## src/hdl/apipc_pkg.sv

```systemverilog
// Shared constants for the converter-pair interrupt priority controller
package apipc_pkg;
  // ****************
  // Sizes
  // ****************
  localparam int PAIR_COUNT = 7;               // Converter-pair done sources
  localparam int TRAP_COUNT = 4;               // Non-maskable trap sources
  localparam int ADDR_W = 8;                   // Register byte address width
  localparam int TIMED_INTERRUPT_DISABLE_W = 14;                  // Timed disable counter width
  localparam int STACK_DEPTH = 8;              // Saved-context entries

  // ****************
  // Register byte offsets
  // ****************
  localparam logic [7:0] OFS_PRIO_01 = 8'h00;  // Pairs 0 and 1 priority
  localparam logic [7:0] OFS_PRIO_25 = 8'h04;  // Pairs 2 to 5 priority
  localparam logic [7:0] OFS_PRIO_6 = 8'h08;   // Pair 6 priority
  localparam logic [7:0] OFS_STATUS = 8'h0C;   // Level and vector status
  localparam logic [7:0] OFS_CTRL1 = 8'h10;    // Interrupt control one
  localparam logic [7:0] OFS_FLAGS = 8'h14;    // Sticky source flags
  localparam logic [7:0] OFS_FLAGCLR = 8'h18;  // Write-one-to-clear flags
  localparam logic [7:0] OFS_ENABLE = 8'h1C;   // Source enables
  localparam logic [7:0] OFS_SRL = 8'h20;      // Status low byte
  localparam logic [7:0] OFS_TIMED_INTERRUPT_DISABLE = 8'h24;     // Timed disable count

  // ****************
  // Field positions and reset values
  // ****************
  localparam int PAIR_REG [PAIR_COUNT] = '{0, 0, 1, 1, 1, 1, 2};
  localparam int PAIR_LSB [PAIR_COUNT] = '{8, 12, 0, 4, 8, 12, 0};
  localparam logic [2:0] PRIO_RESET = 3'h4;    // Level four after reset
  localparam logic [2:0] PRIO_OFF = 3'h0;      // Source disabled
  localparam logic [2:0] PRIO_TOP = 3'h7;      // Highest user level
  localparam int NESTDIS_BIT = 15;             // Nesting disable in ctrl one
  localparam int LEVEL_LSB = 8;                // Status level field
  localparam int VEC_LSB = 0;                  // Status vector field
  localparam int IPL_LSB = 5;                  // Level bits in low byte
  localparam logic [7:0] SRL_RESET = 8'h00;
  localparam logic [3:0] TRAP_LEVEL_BASE = 4'h8;
  localparam logic [1:0] RESP_OKAY = 2'h0;
  localparam logic [1:0] RESP_SLVERR = 2'h2;
endpackage

```

## src/hdl/apipc_top.sv

```systemverilog
// Converter-pair interrupt priority controller with AXI4-Lite registers
// Functional notes
// 3-bit priority: 7 highest, 0 disables source
// All pair priorities reset to level four
// Register one: pair1 bits 14:12, pair0 10:8
// Register two: pairs 5,4,3,2 one per nibble
// Register three: pair6 in bits 2:0
// Unimplemented bits read zero, writes ignored
// Status bits 11:8 show CPU level
// Status bits 6:0 show pending vector minus eight
// Nesting disable bit 15 blocks nested interrupts
// Software: priority, clear flag, then enable
// Flag stays set; request retaken after return
// Return restores saved low byte and level
// Trap flag stays until software clears it
// Low byte OR E0 raises level to seven
// Traps at levels 8-15 never masked
// Timed disable blocks levels 1-6, not 7
// Taken only above CPU level; level follows source
//
// Design decisions made here: the address map and the AXI4-Lite register port.
`timescale 1ns/1ns
module apipc_top #(
  parameter int PAIRS = apipc_pkg::PAIR_COUNT,
  parameter int TRAPS = apipc_pkg::TRAP_COUNT,
  parameter int DEPTH = apipc_pkg::STACK_DEPTH,
  parameter logic [6:0] USER_VEC_BASE = 7'h20
) (
  input wire logic mclk,
  input wire logic reset_n,
  // AXI4-Lite slave
  input wire logic [apipc_pkg::ADDR_W-1:0] s_axi_awaddr,
  input wire logic s_axi_awvalid,
  output logic s_axi_awready,
  input wire logic [31:0] s_axi_wdata,
  input wire logic [3:0] s_axi_wstrb,
  input wire logic s_axi_wvalid,
  output logic s_axi_wready,
  output logic [1:0] s_axi_bresp,
  output logic s_axi_bvalid,
  input wire logic s_axi_bready,
  input wire logic [apipc_pkg::ADDR_W-1:0] s_axi_araddr,
  input wire logic s_axi_arvalid,
  output logic s_axi_arready,
  output logic [31:0] s_axi_rdata,
  output logic [1:0] s_axi_rresp,
  output logic s_axi_rvalid,
  input wire logic s_axi_rready,
  // Peripheral and trap events
  input wire logic [PAIRS-1:0] pairDoneEvent,
  input wire logic [TRAPS-1:0] trapEvent,
  // CPU core side
  input wire logic cpuTake,
  input wire logic cpuReturn,
  output logic irqRequest,
  output logic [6:0] irqVectorIndex,
  output logic [3:0] irqLevel,
  output logic [3:0] currentCpuLevel,
  output logic irqLine
);
  import apipc_pkg::*;

  localparam int SP_W = $clog2(DEPTH + 1);

  // ****************
  // State
  // ****************
  // Everything the block remembers lives in one record
  typedef struct packed {
    logic awReady;                       // Write address accepted when high
    logic wReady;                        // Write data accepted when high
    logic awGot;                         // Write address held
    logic wGot;                          // Write data held
    logic [ADDR_W-1:0] awAddr;           // Held write address
    logic [31:0] wData;                  // Held write data
    logic [3:0] wStrb;                   // Held byte strobes
    logic bValid;                        // Write response pending
    logic [1:0] bResp;                   // Write response code
    logic arReady;                       // Read address accepted when high
    logic rValid;                        // Read data pending
    logic [1:0] rResp;                   // Read response code
    logic [31:0] rData;                  // Read data
    logic [PAIRS-1:0][2:0] prio;         // Pair priorities
    logic [PAIRS-1:0] flags;             // Sticky done flags
    logic [PAIRS-1:0] enables;           // Source enables
    logic [TRAPS-1:0] trapFlags;         // Sticky trap flags
    logic nestDis;                       // Nesting disable
    logic [7:0] status_low_byte;                     // Status low byte, level in 7:5
    logic ipl3;                          // Level bit three, set in traps
    logic [TIMED_INTERRUPT_DISABLE_W-1:0] disiCount;        // Timed disable cycles left
    logic [DEPTH-1:0][8:0] stack;        // Saved {ipl3, srl}
    logic [SP_W-1:0] sp;                 // Stack fill
    logic irqRequest;                    // Offer to the CPU
    logic [6:0] vecIndex;                // Offered vector minus eight
    logic [3:0] offerLevel;              // Level of the offer
    logic irqLine;                       // Enabled flag summary
  } apipc_state_t;

  apipc_state_t stateReg;
  apipc_state_t stateNext;

  // Winner search outputs
  logic winValid;
  logic [3:0] winLevel;
  logic [6:0] winIndex;
  logic [3:0] curLevel;

  // ****************
  // Helpers
  // ****************
  // Assemble one priority register; absent bits stay zero
  function automatic logic [31:0] packPrio(input int idx, input logic [PAIRS-1:0][2:0] pr);
    logic [31:0] v;
    v = 32'h0000_0000;
    for (int p = 0; p < PAIRS; p++) begin
      if (PAIR_REG[p] == idx) begin
        v[PAIR_LSB[p] +: 3] = pr[p]; // see R3 see R4 see R5
      end
    end
    return v;
  endfunction

  // Register read decode
  function automatic logic [33:0] readWord(input logic [ADDR_W-1:0] a, input apipc_state_t s);
    logic [31:0] d;
    logic [1:0] r;
    d = 32'h0000_0000;
    r = RESP_OKAY;
    unique case (a)
      OFS_PRIO_01: d = packPrio(0, s.prio);
      OFS_PRIO_25: d = packPrio(1, s.prio);
      OFS_PRIO_6: d = packPrio(2, s.prio);
      OFS_STATUS: begin
        d[LEVEL_LSB +: 4] = {s.ipl3, s.status_low_byte[IPL_LSB +: 3]};
        d[VEC_LSB +: 7] = s.vecIndex;
      end
      OFS_CTRL1: begin
        d[NESTDIS_BIT] = s.nestDis;
        d[TRAPS-1:0] = s.trapFlags;
      end
      OFS_FLAGS: d[PAIRS-1:0] = s.flags;
      OFS_FLAGCLR: d = 32'h0000_0000; // Write-only, reads zero
      OFS_ENABLE: d[PAIRS-1:0] = s.enables;
      OFS_SRL: d[7:0] = s.status_low_byte;
      OFS_TIMED_INTERRUPT_DISABLE: d[TIMED_INTERRUPT_DISABLE_W-1:0] = s.disiCount;
      default: r = RESP_SLVERR;
    endcase
    return {r, d};
  endfunction

  // ****************
  // Winner search
  // ****************
  assign curLevel = {stateReg.ipl3, stateReg.status_low_byte[IPL_LSB +: 3]};

  apipc_select #(
    .PAIRS(PAIRS),
    .TRAPS(TRAPS),
    .USER_VEC_BASE(USER_VEC_BASE)
  ) u_select (
    .userPending(stateReg.flags & stateReg.enables),
    .userPrio(stateReg.prio),
    .trapPending(stateReg.trapFlags),
    .curLevel(curLevel),
    .blockLow(stateReg.disiCount != '0),
    .winValid(winValid),
    .winLevel(winLevel),
    .winIndex(winIndex)
  );

  // ****************
  // Next state
  // ****************
  always_comb begin
    logic doWrite;
    logic [PAIRS-1:0] flagClr;
    logic [TRAPS-1:0] trapKeep;
    logic take;
    logic [3:0] newLevel;
    logic [8:0] popped;
    stateNext = stateReg;
    doWrite = 1'b0;
    flagClr = '0;
    trapKeep = '1;
    take = 1'b0;
    newLevel = 4'h0;
    popped = 9'h000;

    // Write address and data are taken independently, in either order
    if (s_axi_awvalid && stateReg.awReady) begin
      stateNext.awReady = 1'b0;
      stateNext.awGot = 1'b1;
      stateNext.awAddr = s_axi_awaddr;
    end
    if (s_axi_wvalid && stateReg.wReady) begin
      stateNext.wReady = 1'b0;
      stateNext.wGot = 1'b1;
      stateNext.wData = s_axi_wdata;
      stateNext.wStrb = s_axi_wstrb;
    end

    // Both halves held: commit once and answer
    if (stateReg.awGot && stateReg.wGot && !stateReg.bValid) begin
      doWrite = 1'b1;
      stateNext.awGot = 1'b0;
      stateNext.wGot = 1'b0;
      stateNext.bValid = 1'b1;
      stateNext.bResp = RESP_OKAY;
    end

    // Response taken; reopen both channels for the next write
    if (stateReg.bValid && s_axi_bready) begin
      stateNext.bValid = 1'b0;
      stateNext.awReady = 1'b1;
      stateNext.wReady = 1'b1;
    end

    // Register write effects
    if (doWrite) begin
      unique case (stateReg.awAddr)
        OFS_PRIO_01, OFS_PRIO_25, OFS_PRIO_6: begin
          for (int p = 0; p < PAIRS; p++) begin
            // Only the implemented fields under an active strobe change
            if (PAIR_REG[p] == int'(stateReg.awAddr[ADDR_W-1:2]) &&
                stateReg.wStrb[PAIR_LSB[p] / 8]) begin
              stateNext.prio[p] = stateReg.wData[PAIR_LSB[p] +: 3]; // see R3 see R4 see R5
            end
          end
        end
        OFS_CTRL1: begin
          if (stateReg.wStrb[1]) begin
            stateNext.nestDis = stateReg.wData[NESTDIS_BIT];
          end
          if (stateReg.wStrb[0]) begin
            trapKeep = stateReg.wData[TRAPS-1:0];
          end
        end
        OFS_FLAGCLR: begin
          if (stateReg.wStrb[0]) begin
            flagClr = stateReg.wData[PAIRS-1:0];
          end
        end
        OFS_ENABLE: begin
          if (stateReg.wStrb[0]) begin
            stateNext.enables = stateReg.wData[PAIRS-1:0];
          end
        end
        OFS_SRL: begin
          // Writing E0 here lifts the CPU to level seven
          if (stateReg.wStrb[0]) begin
            stateNext.status_low_byte = stateReg.wData[7:0];
          end
        end
        OFS_TIMED_INTERRUPT_DISABLE: begin
          if (stateReg.wStrb[0]) begin
            stateNext.disiCount[7:0] = stateReg.wData[7:0];
          end
          if (stateReg.wStrb[1]) begin
            stateNext.disiCount[TIMED_INTERRUPT_DISABLE_W-1:8] = stateReg.wData[TIMED_INTERRUPT_DISABLE_W-1:8];
          end
        end
        OFS_STATUS, OFS_FLAGS: begin
          // Read-only: write accepted and dropped
        end
        default: stateNext.bResp = RESP_SLVERR;
      endcase
    end else if (stateReg.disiCount != '0) begin
      // Timed disable runs down one step per cycle in which no register write commits
      stateNext.disiCount = stateReg.disiCount - 1'b1;
    end

    // Sticky flags: an event in the clearing cycle survives
    stateNext.flags = (stateReg.flags & ~flagClr) | pairDoneEvent;
    stateNext.trapFlags = (stateReg.trapFlags & trapKeep) | trapEvent;

    // Read channel: answer one cycle after the address is taken
    if (s_axi_arvalid && stateReg.arReady) begin
      {stateNext.rResp, stateNext.rData} = readWord(s_axi_araddr, stateReg);
      stateNext.rValid = 1'b1;
      stateNext.arReady = 1'b0;
    end
    if (stateReg.rValid && s_axi_rready) begin
      stateNext.rValid = 1'b0;
      stateNext.arReady = 1'b1;
    end

    // CPU takes the offer: save context, move to the source's level
    take = cpuTake && stateReg.irqRequest;
    if (take) begin
      if (stateReg.sp < SP_W'(DEPTH)) begin
        stateNext.stack[stateReg.sp] = {stateReg.ipl3, stateReg.status_low_byte};
        stateNext.sp = stateReg.sp + 1'b1;
      end
      // Nesting off: any user entry runs at seven, traps keep their own
      if (stateReg.nestDis && !stateReg.offerLevel[3]) begin
        newLevel = {1'b0, PRIO_TOP};
      end else begin
        newLevel = stateReg.offerLevel;
      end
      stateNext.ipl3 = newLevel[3];
      stateNext.status_low_byte[IPL_LSB +: 3] = newLevel[2:0];
    end else if (cpuReturn && stateReg.sp != '0) begin
      // Return restores low byte and previous level together
      popped = stateReg.stack[stateReg.sp - 1'b1];
      stateNext.ipl3 = popped[8];
      stateNext.status_low_byte = popped[7:0];
      stateNext.sp = stateReg.sp - 1'b1;
    end

    // Offer is dropped for the cycle after a take so it is not taken twice
    stateNext.irqRequest = winValid && !take; // see R11 see R15
    stateNext.offerLevel = winLevel;
    stateNext.vecIndex = winValid ? winIndex : 7'h00;
    stateNext.irqLine = |(stateReg.flags & stateReg.enables);
  end

  // ****************
  // State register
  // ****************
  always_ff @(posedge mclk or negedge reset_n) begin
    if (!reset_n) begin
      stateReg <= '0;
      stateReg.awReady <= 1'b1;
      stateReg.wReady <= 1'b1;
      stateReg.arReady <= 1'b1;
      stateReg.status_low_byte <= SRL_RESET;
      for (int p = 0; p < PAIRS; p++) begin
        stateReg.prio[p] <= PRIO_RESET;
      end
    end else begin
      stateReg <= stateNext;
    end
  end

  // ****************
  // Outputs, all straight from the state register
  // ****************
  assign s_axi_awready = stateReg.awReady;
  assign s_axi_wready = stateReg.wReady;
  assign s_axi_bvalid = stateReg.bValid;
  assign s_axi_bresp = stateReg.bResp;
  assign s_axi_arready = stateReg.arReady;
  assign s_axi_rvalid = stateReg.rValid;
  assign s_axi_rdata = stateReg.rData;
  assign s_axi_rresp = stateReg.rResp;
  assign irqRequest = stateReg.irqRequest;
  assign irqVectorIndex = stateReg.vecIndex;
  assign irqLevel = stateReg.offerLevel;
  assign currentCpuLevel = {stateReg.ipl3, stateReg.status_low_byte[IPL_LSB +: 3]};
  assign irqLine = stateReg.irqLine;
endmodule

```

## src/hdl/apipc_select.sv

```systemverilog
// Priority winner selection among converter-pair sources and traps
`timescale 1ns/1ns
module apipc_select #(
  parameter int PAIRS = 7,
  parameter int TRAPS = 4,
  parameter logic [6:0] USER_VEC_BASE = 7'h20
) (
  input wire logic [PAIRS-1:0] userPending,
  input wire logic [PAIRS-1:0][2:0] userPrio,
  input wire logic [TRAPS-1:0] trapPending,
  input wire logic [3:0] curLevel,
  input wire logic blockLow,
  output logic winValid,
  output logic [3:0] winLevel,
  output logic [6:0] winIndex
);
  import apipc_pkg::*;

  // ****************
  // Winner search
  // ****************
  // The running best starts at the CPU level, so only strictly higher
  // candidates can win; ties keep the earlier (lower) source.
  always_comb begin
    winValid = 1'b0;
    winLevel = curLevel;
    winIndex = 7'h00;
    for (int p = 0; p < PAIRS; p++) begin
      // Zero disables, timed disable spares only level seven
      if (userPending[p] && userPrio[p] != PRIO_OFF &&
          !(blockLow && userPrio[p] != PRIO_TOP) &&
          {1'b0, userPrio[p]} > winLevel) begin // see R1 see R16
        winValid = 1'b1;
        winLevel = {1'b0, userPrio[p]};
        winIndex = USER_VEC_BASE + 7'(p);
      end
    end
    // Traps sit at levels eight and up and ignore every mask
    for (int t = 0; t < TRAPS; t++) begin
      if (trapPending[t] && (TRAP_LEVEL_BASE + 4'(t)) > winLevel) begin
        winValid = 1'b1;
        winLevel = TRAP_LEVEL_BASE + 4'(t);
        winIndex = 7'(t);
      end
    end
  end
endmodule

```

## config.mk

```make
export PLATFORM = sky130hd
export DESIGN_NAME = apipc_top
export DESIGN_NICKNAME = d
export VERILOG_FILES = /design/src/hdl/apipc_pkg.sv /design/src/hdl/apipc_top.sv /design/src/hdl/apipc_select.sv
export SDC_FILE = /design/constraint.sdc
export NUM_CORES = 1
export LEC_CHECK = 0
export BUFFER_PORTS_ARGS = -buffer_cell sky130_fd_sc_hd__buf_2
export CAP_MARGIN = 20
export CORE_MARGIN = 2
export CORE_UTILIZATION = 35
export CTS_BUF_LIST = sky130_fd_sc_hd__clkbuf_16
export CTS_CLUSTER_SIZE = 28
export DETAILED_ROUTE_END_ITERATION = 12
export PLACE_DENSITY = 0.55
export SKIP_CTS_REPAIR_TIMING = 1
export SYNTH_ARGS = -nofsm -noshare
export SYNTH_HDL_FRONTEND = slang
export SYNTH_HIERARCHICAL = 1
export SYNTH_SLANG_ARGS = --single-unit
```

## constraint.sdc

```tcl
create_clock -name mclk -period 12.9 [get_ports mclk]
set_input_delay 1.29 -clock mclk [delete_from_list [all_inputs] [get_ports mclk]]
set_output_delay 1.29 -clock mclk [all_outputs]
set_load 0.1 [all_outputs]
```

* After elaboration in Yosys (flattened, before gate mapping)
Index checks and enable logic that the tools add are counted.
** Word-level totals
- Bits in latches :: 0
- Memories kept :: 0
- Register bits after elaboration :: 205
- RAM bits :: 0
- Input bits :: 72
- Memory bits (read-only) :: 0
- Word-level logic and storage cells :: 275
** Operators by class
- Shift-type cells :: 0
- Eq/ne operators :: 31
- Add/subtract/negate cells :: 3
- Reductions and logical operators :: 96
- Multipliers :: 0
- Order comparisons :: 15
- Mux-type cells :: 82
- Divide/modulo/power cells :: 0
- Bitwise logic cells :: 6
** Operator list (count)
- $bwmux 72 :: 1
- $mux 4 :: 18
- $mux 6 :: 12
- $eq 8x5->1 const B :: 8
- $logic_and 1x1->1 :: 48
- $mux 14 :: 3
- $mux 36 :: 1
- $eq 8x4->1 const B :: 4
- $eq 8x6->1 const B :: 4
- $mux 8 :: 4
- $pmux 4 s8 :: 1
- $reduce_bool 3->1 :: 10
- $gt 3x4->1 :: 7
- $mux 7 :: 4
- $bmux 9 s3 :: 1
- $demux 9 s3 :: 1
- $mux 9 :: 3
- $reduce_and 3->1 :: 9
- $ne 3x3->1 const B :: 7
- $reduce_or 10->1 :: 2
- $mux 1 :: 19
- $pmux 3 s6 :: 1
- $eq 8x3->1 const B :: 2
- $gt 4x4->1 const A :: 4
- 29 further kinds :: 59

* Depth between registers and ports, before layout
- Depth after elaboration :: 37
- Gate-level depth with buffers :: 51

* By module
Netlist, hierarchy kept.
** Modules (own cells, without submodules)
- apipc_top :: cells an instance 842, area each 9989.6 um2, times used 1
- apipc_select :: cells an instance 194, area each 1457.6 um2, times used 1

* Worst setup path before layout
OpenSTA, ideal clock, no wires.
- Path kind :: register to register
- Start point :: register stateReg[89] (netlist bit)
- End point :: register stateReg (netlist bit irqRequest)
- Path slack :: 2.579 ns
- Stages on the path, launching flop included :: 50
- Setup time :: 0.119 ns
- Data arrival time :: 10.202 ns
- Required time :: 12.781 ns
- Clock period less this slack :: 10.321 ns
- Path through :: dfrtp_1 > inv_1 > ha_1 > nor4b_1 > and4b_1 > inv_1 > buf_6 > a22oi_1 > nand3_1 > and2_1 > ha_1 > nand3_1 > o2111ai_4 > or2_1 > buf_6 > a21o_1 > ha_1 > nor2b_1 > [... 14 more ...] > o31ai_2 > ha_1 > nand3_1 > nand3b_1 > a211oi_4 > nor2_1 > a21oi_1 > ha_1 > nor2b_1 > o21a_1 > o211a_1 > nor2_1 > o21ai_0 > o22ai_2 > a21oi_1 > a211o_1 > or2_1 > and2_1
** RTL lines
- from (decl) :: RTL line apipc_top.sv:99 : apipc_state_t stateReg;
- from (signal assigned) :: RTL line apipc_top.sv:331 : stateReg <= stateNext;

==> impl_metrics.tcl <==
set metrics [dict create \
    final-setup-viol-count 0 \
    cp_max_fo 16 \
    cts_root_buf "clkbuf_16" \
    synth_area_mm2 0.0114 \
    synth_edf_count 0 \
    vdd_drop_max_mv 0.0891 \
    yosys_warnings 6 \
    grt_overflow 0 \
    fin_setup_tns_ps 0 \
    crit_family "compound AO/OA/AOI/OAI gates" \
    end_kind "flip-flop" \
    p_per_area_mw_per_mm2 206 \
    maxSlewViolCount 0 \
    htree_levels 1 \
    r2r_setup_slack_ps 900 \
    clock-sinks 204 \
    clock_latency_ps 510 \
    fin_skew_ps 20.6 \
    leakagePower_nw 5.65 \
    cp-startpoint "stateReg[89]" \
    fp-row-count 66 \
    synth_top_flop_cell "dfrtp_1" \
    required_ps 13300 \
    yosysSeqAreaShare_pct 44.7 \
    antenna_found_initial 3 \
    die_w_um 185 \
    drcViolationCount 0 \
    syn_to_final_growth_pct 10.8 \
    synth_cells 1036 \
    io_buffer_count 94 \
    rsz0062_at_grt "false" \
    hp-class "reg -> reg" \
    first_global_vias 8258 \
    cts.path.max_buffers 3 \
    r2r_cells 46 \
    drv_cap 0 \
    start_util_pct 35.4 \
    slowest_stage "dfrtp_1" \
    dr_total_vias 8382 \
    place_area_mm2 0.0120 \
    status "completed" \
    layout_common_cells "194 x dfrtp_1, 132 x mux2_2, 93 x buf_2" \
    routed_via_density 5.45 \
    crit_buf_inv 2 \
    numCtsBuffers 22 \
    fmax_mhz 83.3 \
    core-area_mm2 0.0324 \
    layout-drive-gt1-share_pct 29.8 \
    crit_arrival_ps 12400 \
    r2r-start "stateReg[89]" \
    hold_depth 2 \
    synth_cell_type_count 95 \
    die_area_mm2 0.0342 \
    first_pass_iters 6 \
    clk_pin_slew_ps 60 \
    critical_path_class "reg -> reg" \
    period_share_pct 93.0 \
    ant_nets 0 \
    cts_tree "built" \
    wl_per_cell_um 20.9 \
    post-dp-hpwl_um 23700 \
    stdcell_area_mm2 0.0127 \
    hold_start "s_axi_rdata[6]" \
    avgSynthCellArea_um2 11.0 \
    drt_wl_total_um 32200 \
    fp.dieH_um 185 \
    period_minus_slack_ps 12000 \
    finalHoldViolCount 0 \
    cp-start-kind "flip-flop" \
    postSynthRegisterBits 204 \
    grt_pass1_wl_um 50000 \
    slew_headroom_pct 30.3 \
    async_flop_share_pct 100 \
    r2r_end "irqVectorIndex[5]" \
    dr.first_iter.drc_count 666 \
    layout.nets 1177 \
    io_pins 130 \
    cp_slowest_stage_delay_ps 460 \
    layout_commonest_cell "dfrtp_1" \
    tightest_slew_ps 1040 \
    whs_endpoint "s_axi_rdata[6]" \
    grt.total_usage_pct 19.1 \
    grt_max_degree 107 \
    place.gp.congestion 0.933 \
    cp_common_cell "ha_1" \
]
[tightest hold or removal path, stage by stage, from the launching register on]
cell     delay (ps)
dfrtp_1         340
nand2_1          40
o21ai_0          50
[metal layers]
metal  vias to the layer above  part of all wire (%)  global-route usage, %
li1                       3846                     -                      -
met1                      4167                    45                   26.8
met2                       304                    45                   30.1
met3                        61                   6.2                   3.34
met4                         4                   3.2                   6.19
met5                         -                 0.075                      0
[worst max-delay path by stage]
| stage | end | cells after the start |
|---|---|---|
| 6_report | irqVectorIndex[5] | 46 |
| 5_1_grt | irqVectorIndex[0] | 46 |
| 4_1_cts | irqVectorIndex[5] | 46 |
| 3_5_place_dp | irqRequest | 46 |
| 3_3_place_gp | irqVectorIndex[2] | 46 |
| 2_1_floorplan | irqRequest | 49 |
[registers in the layout, summed over array words and instances, names as in the netlist, named ones only]
signal	count
stateReg	163
s_axi_rdata	16
irqVectorIndex	7
currentCpuLevel	4
irqLevel	4
irqLine	1
irqRequest	1
s_axi_arready	1
s_axi_awready	1
s_axi_bresp	1
s_axi_bvalid	1
s_axi_rresp	1
s_axi_rvalid	1
s_axi_wready	1
[where the power goes]
group          leakage (nW)  switching, mW  internal, mW
clock                 0.366          0.253         0.348
combinational          2.71          0.583         0.369
sequential             2.57          0.243         0.819
[stage by stage]
step	instances	hold WS [ps]	power, mW	setup slack (ps)	utilization, %
final	1538	473	2.61	900	39.2
after global routing	1537	505	2.77	89.4	39.2
after floorplan	1054	444	1.78	2580	-
after CTS	1537	478	2.64	819	39.2
after global placement	1498	461	2.01	1060	37.1
after detailed placement	1498	466	2.03	810	37.1
[layout make-up]
type,instances,area (um2)
Sequential cell,204,5120
Antenna cell,1,2.50
Multi-Input combinational cell,719,5680
Fill cell,3182,19700
Timing Repair Buffer,100,524
Clock buffer,22,551
Tap cell,442,553
Inverter,33,124
Clock inverter,17,129
[cells in the mapped netlist (4+ instances only)]
library cell  instances  area (um2)
dfrtp_1             194        4850
mux2_2              132        1490
nand2_1              62         233
nor2_1               55         206
buf_4                54         405
o21ai_0              42         210
a21oi_1              38         190
inv_1                33         124
and2_1               28         175
nand3_1              28         140
ha_1                 25         313
clkbuf_1             23        86.3
mux4_2               19         428
nor2b_1              19         119
a22oi_1              18         135
a22o_1               15         131
nor3_1               15        75.1
mux2i_1              14         140
a31oi_1              12        75.1
o22ai_1              12        75.1
a21o_1               10        75.1
buf_2                10        50.1
dfstp_2              10         263
buf_1                 9        33.8
nand2b_1              8        50.1
nand4_1               8        50.1
and3_1                7        43.8
nor4_1                7        43.8
a211oi_1              5        37.5
nand3b_1              5        37.5
or4_1                 5        37.5
a32oi_1               4        35.0
o21a_1                4        30.0
o21ai_1               4        20.0
o22a_1                4        35.0
or2_2                 4        25.0
[cell families after synthesis]
group                    Yosys count  synth area share [%]
adder cells (fa/ha/maj)           26                  2.82
other                              2                0.0656
XOR/XNOR                           2                 0.153
AO/OA/AOI/OAI                    226                  14.6
multiplexers                     165                  17.9
AND/OR/NAND/NOR                  280                  13.4
flip-flops                       204                  44.7
buffers and inverters            131                  6.31
Power figures use the tool's default switching activity.
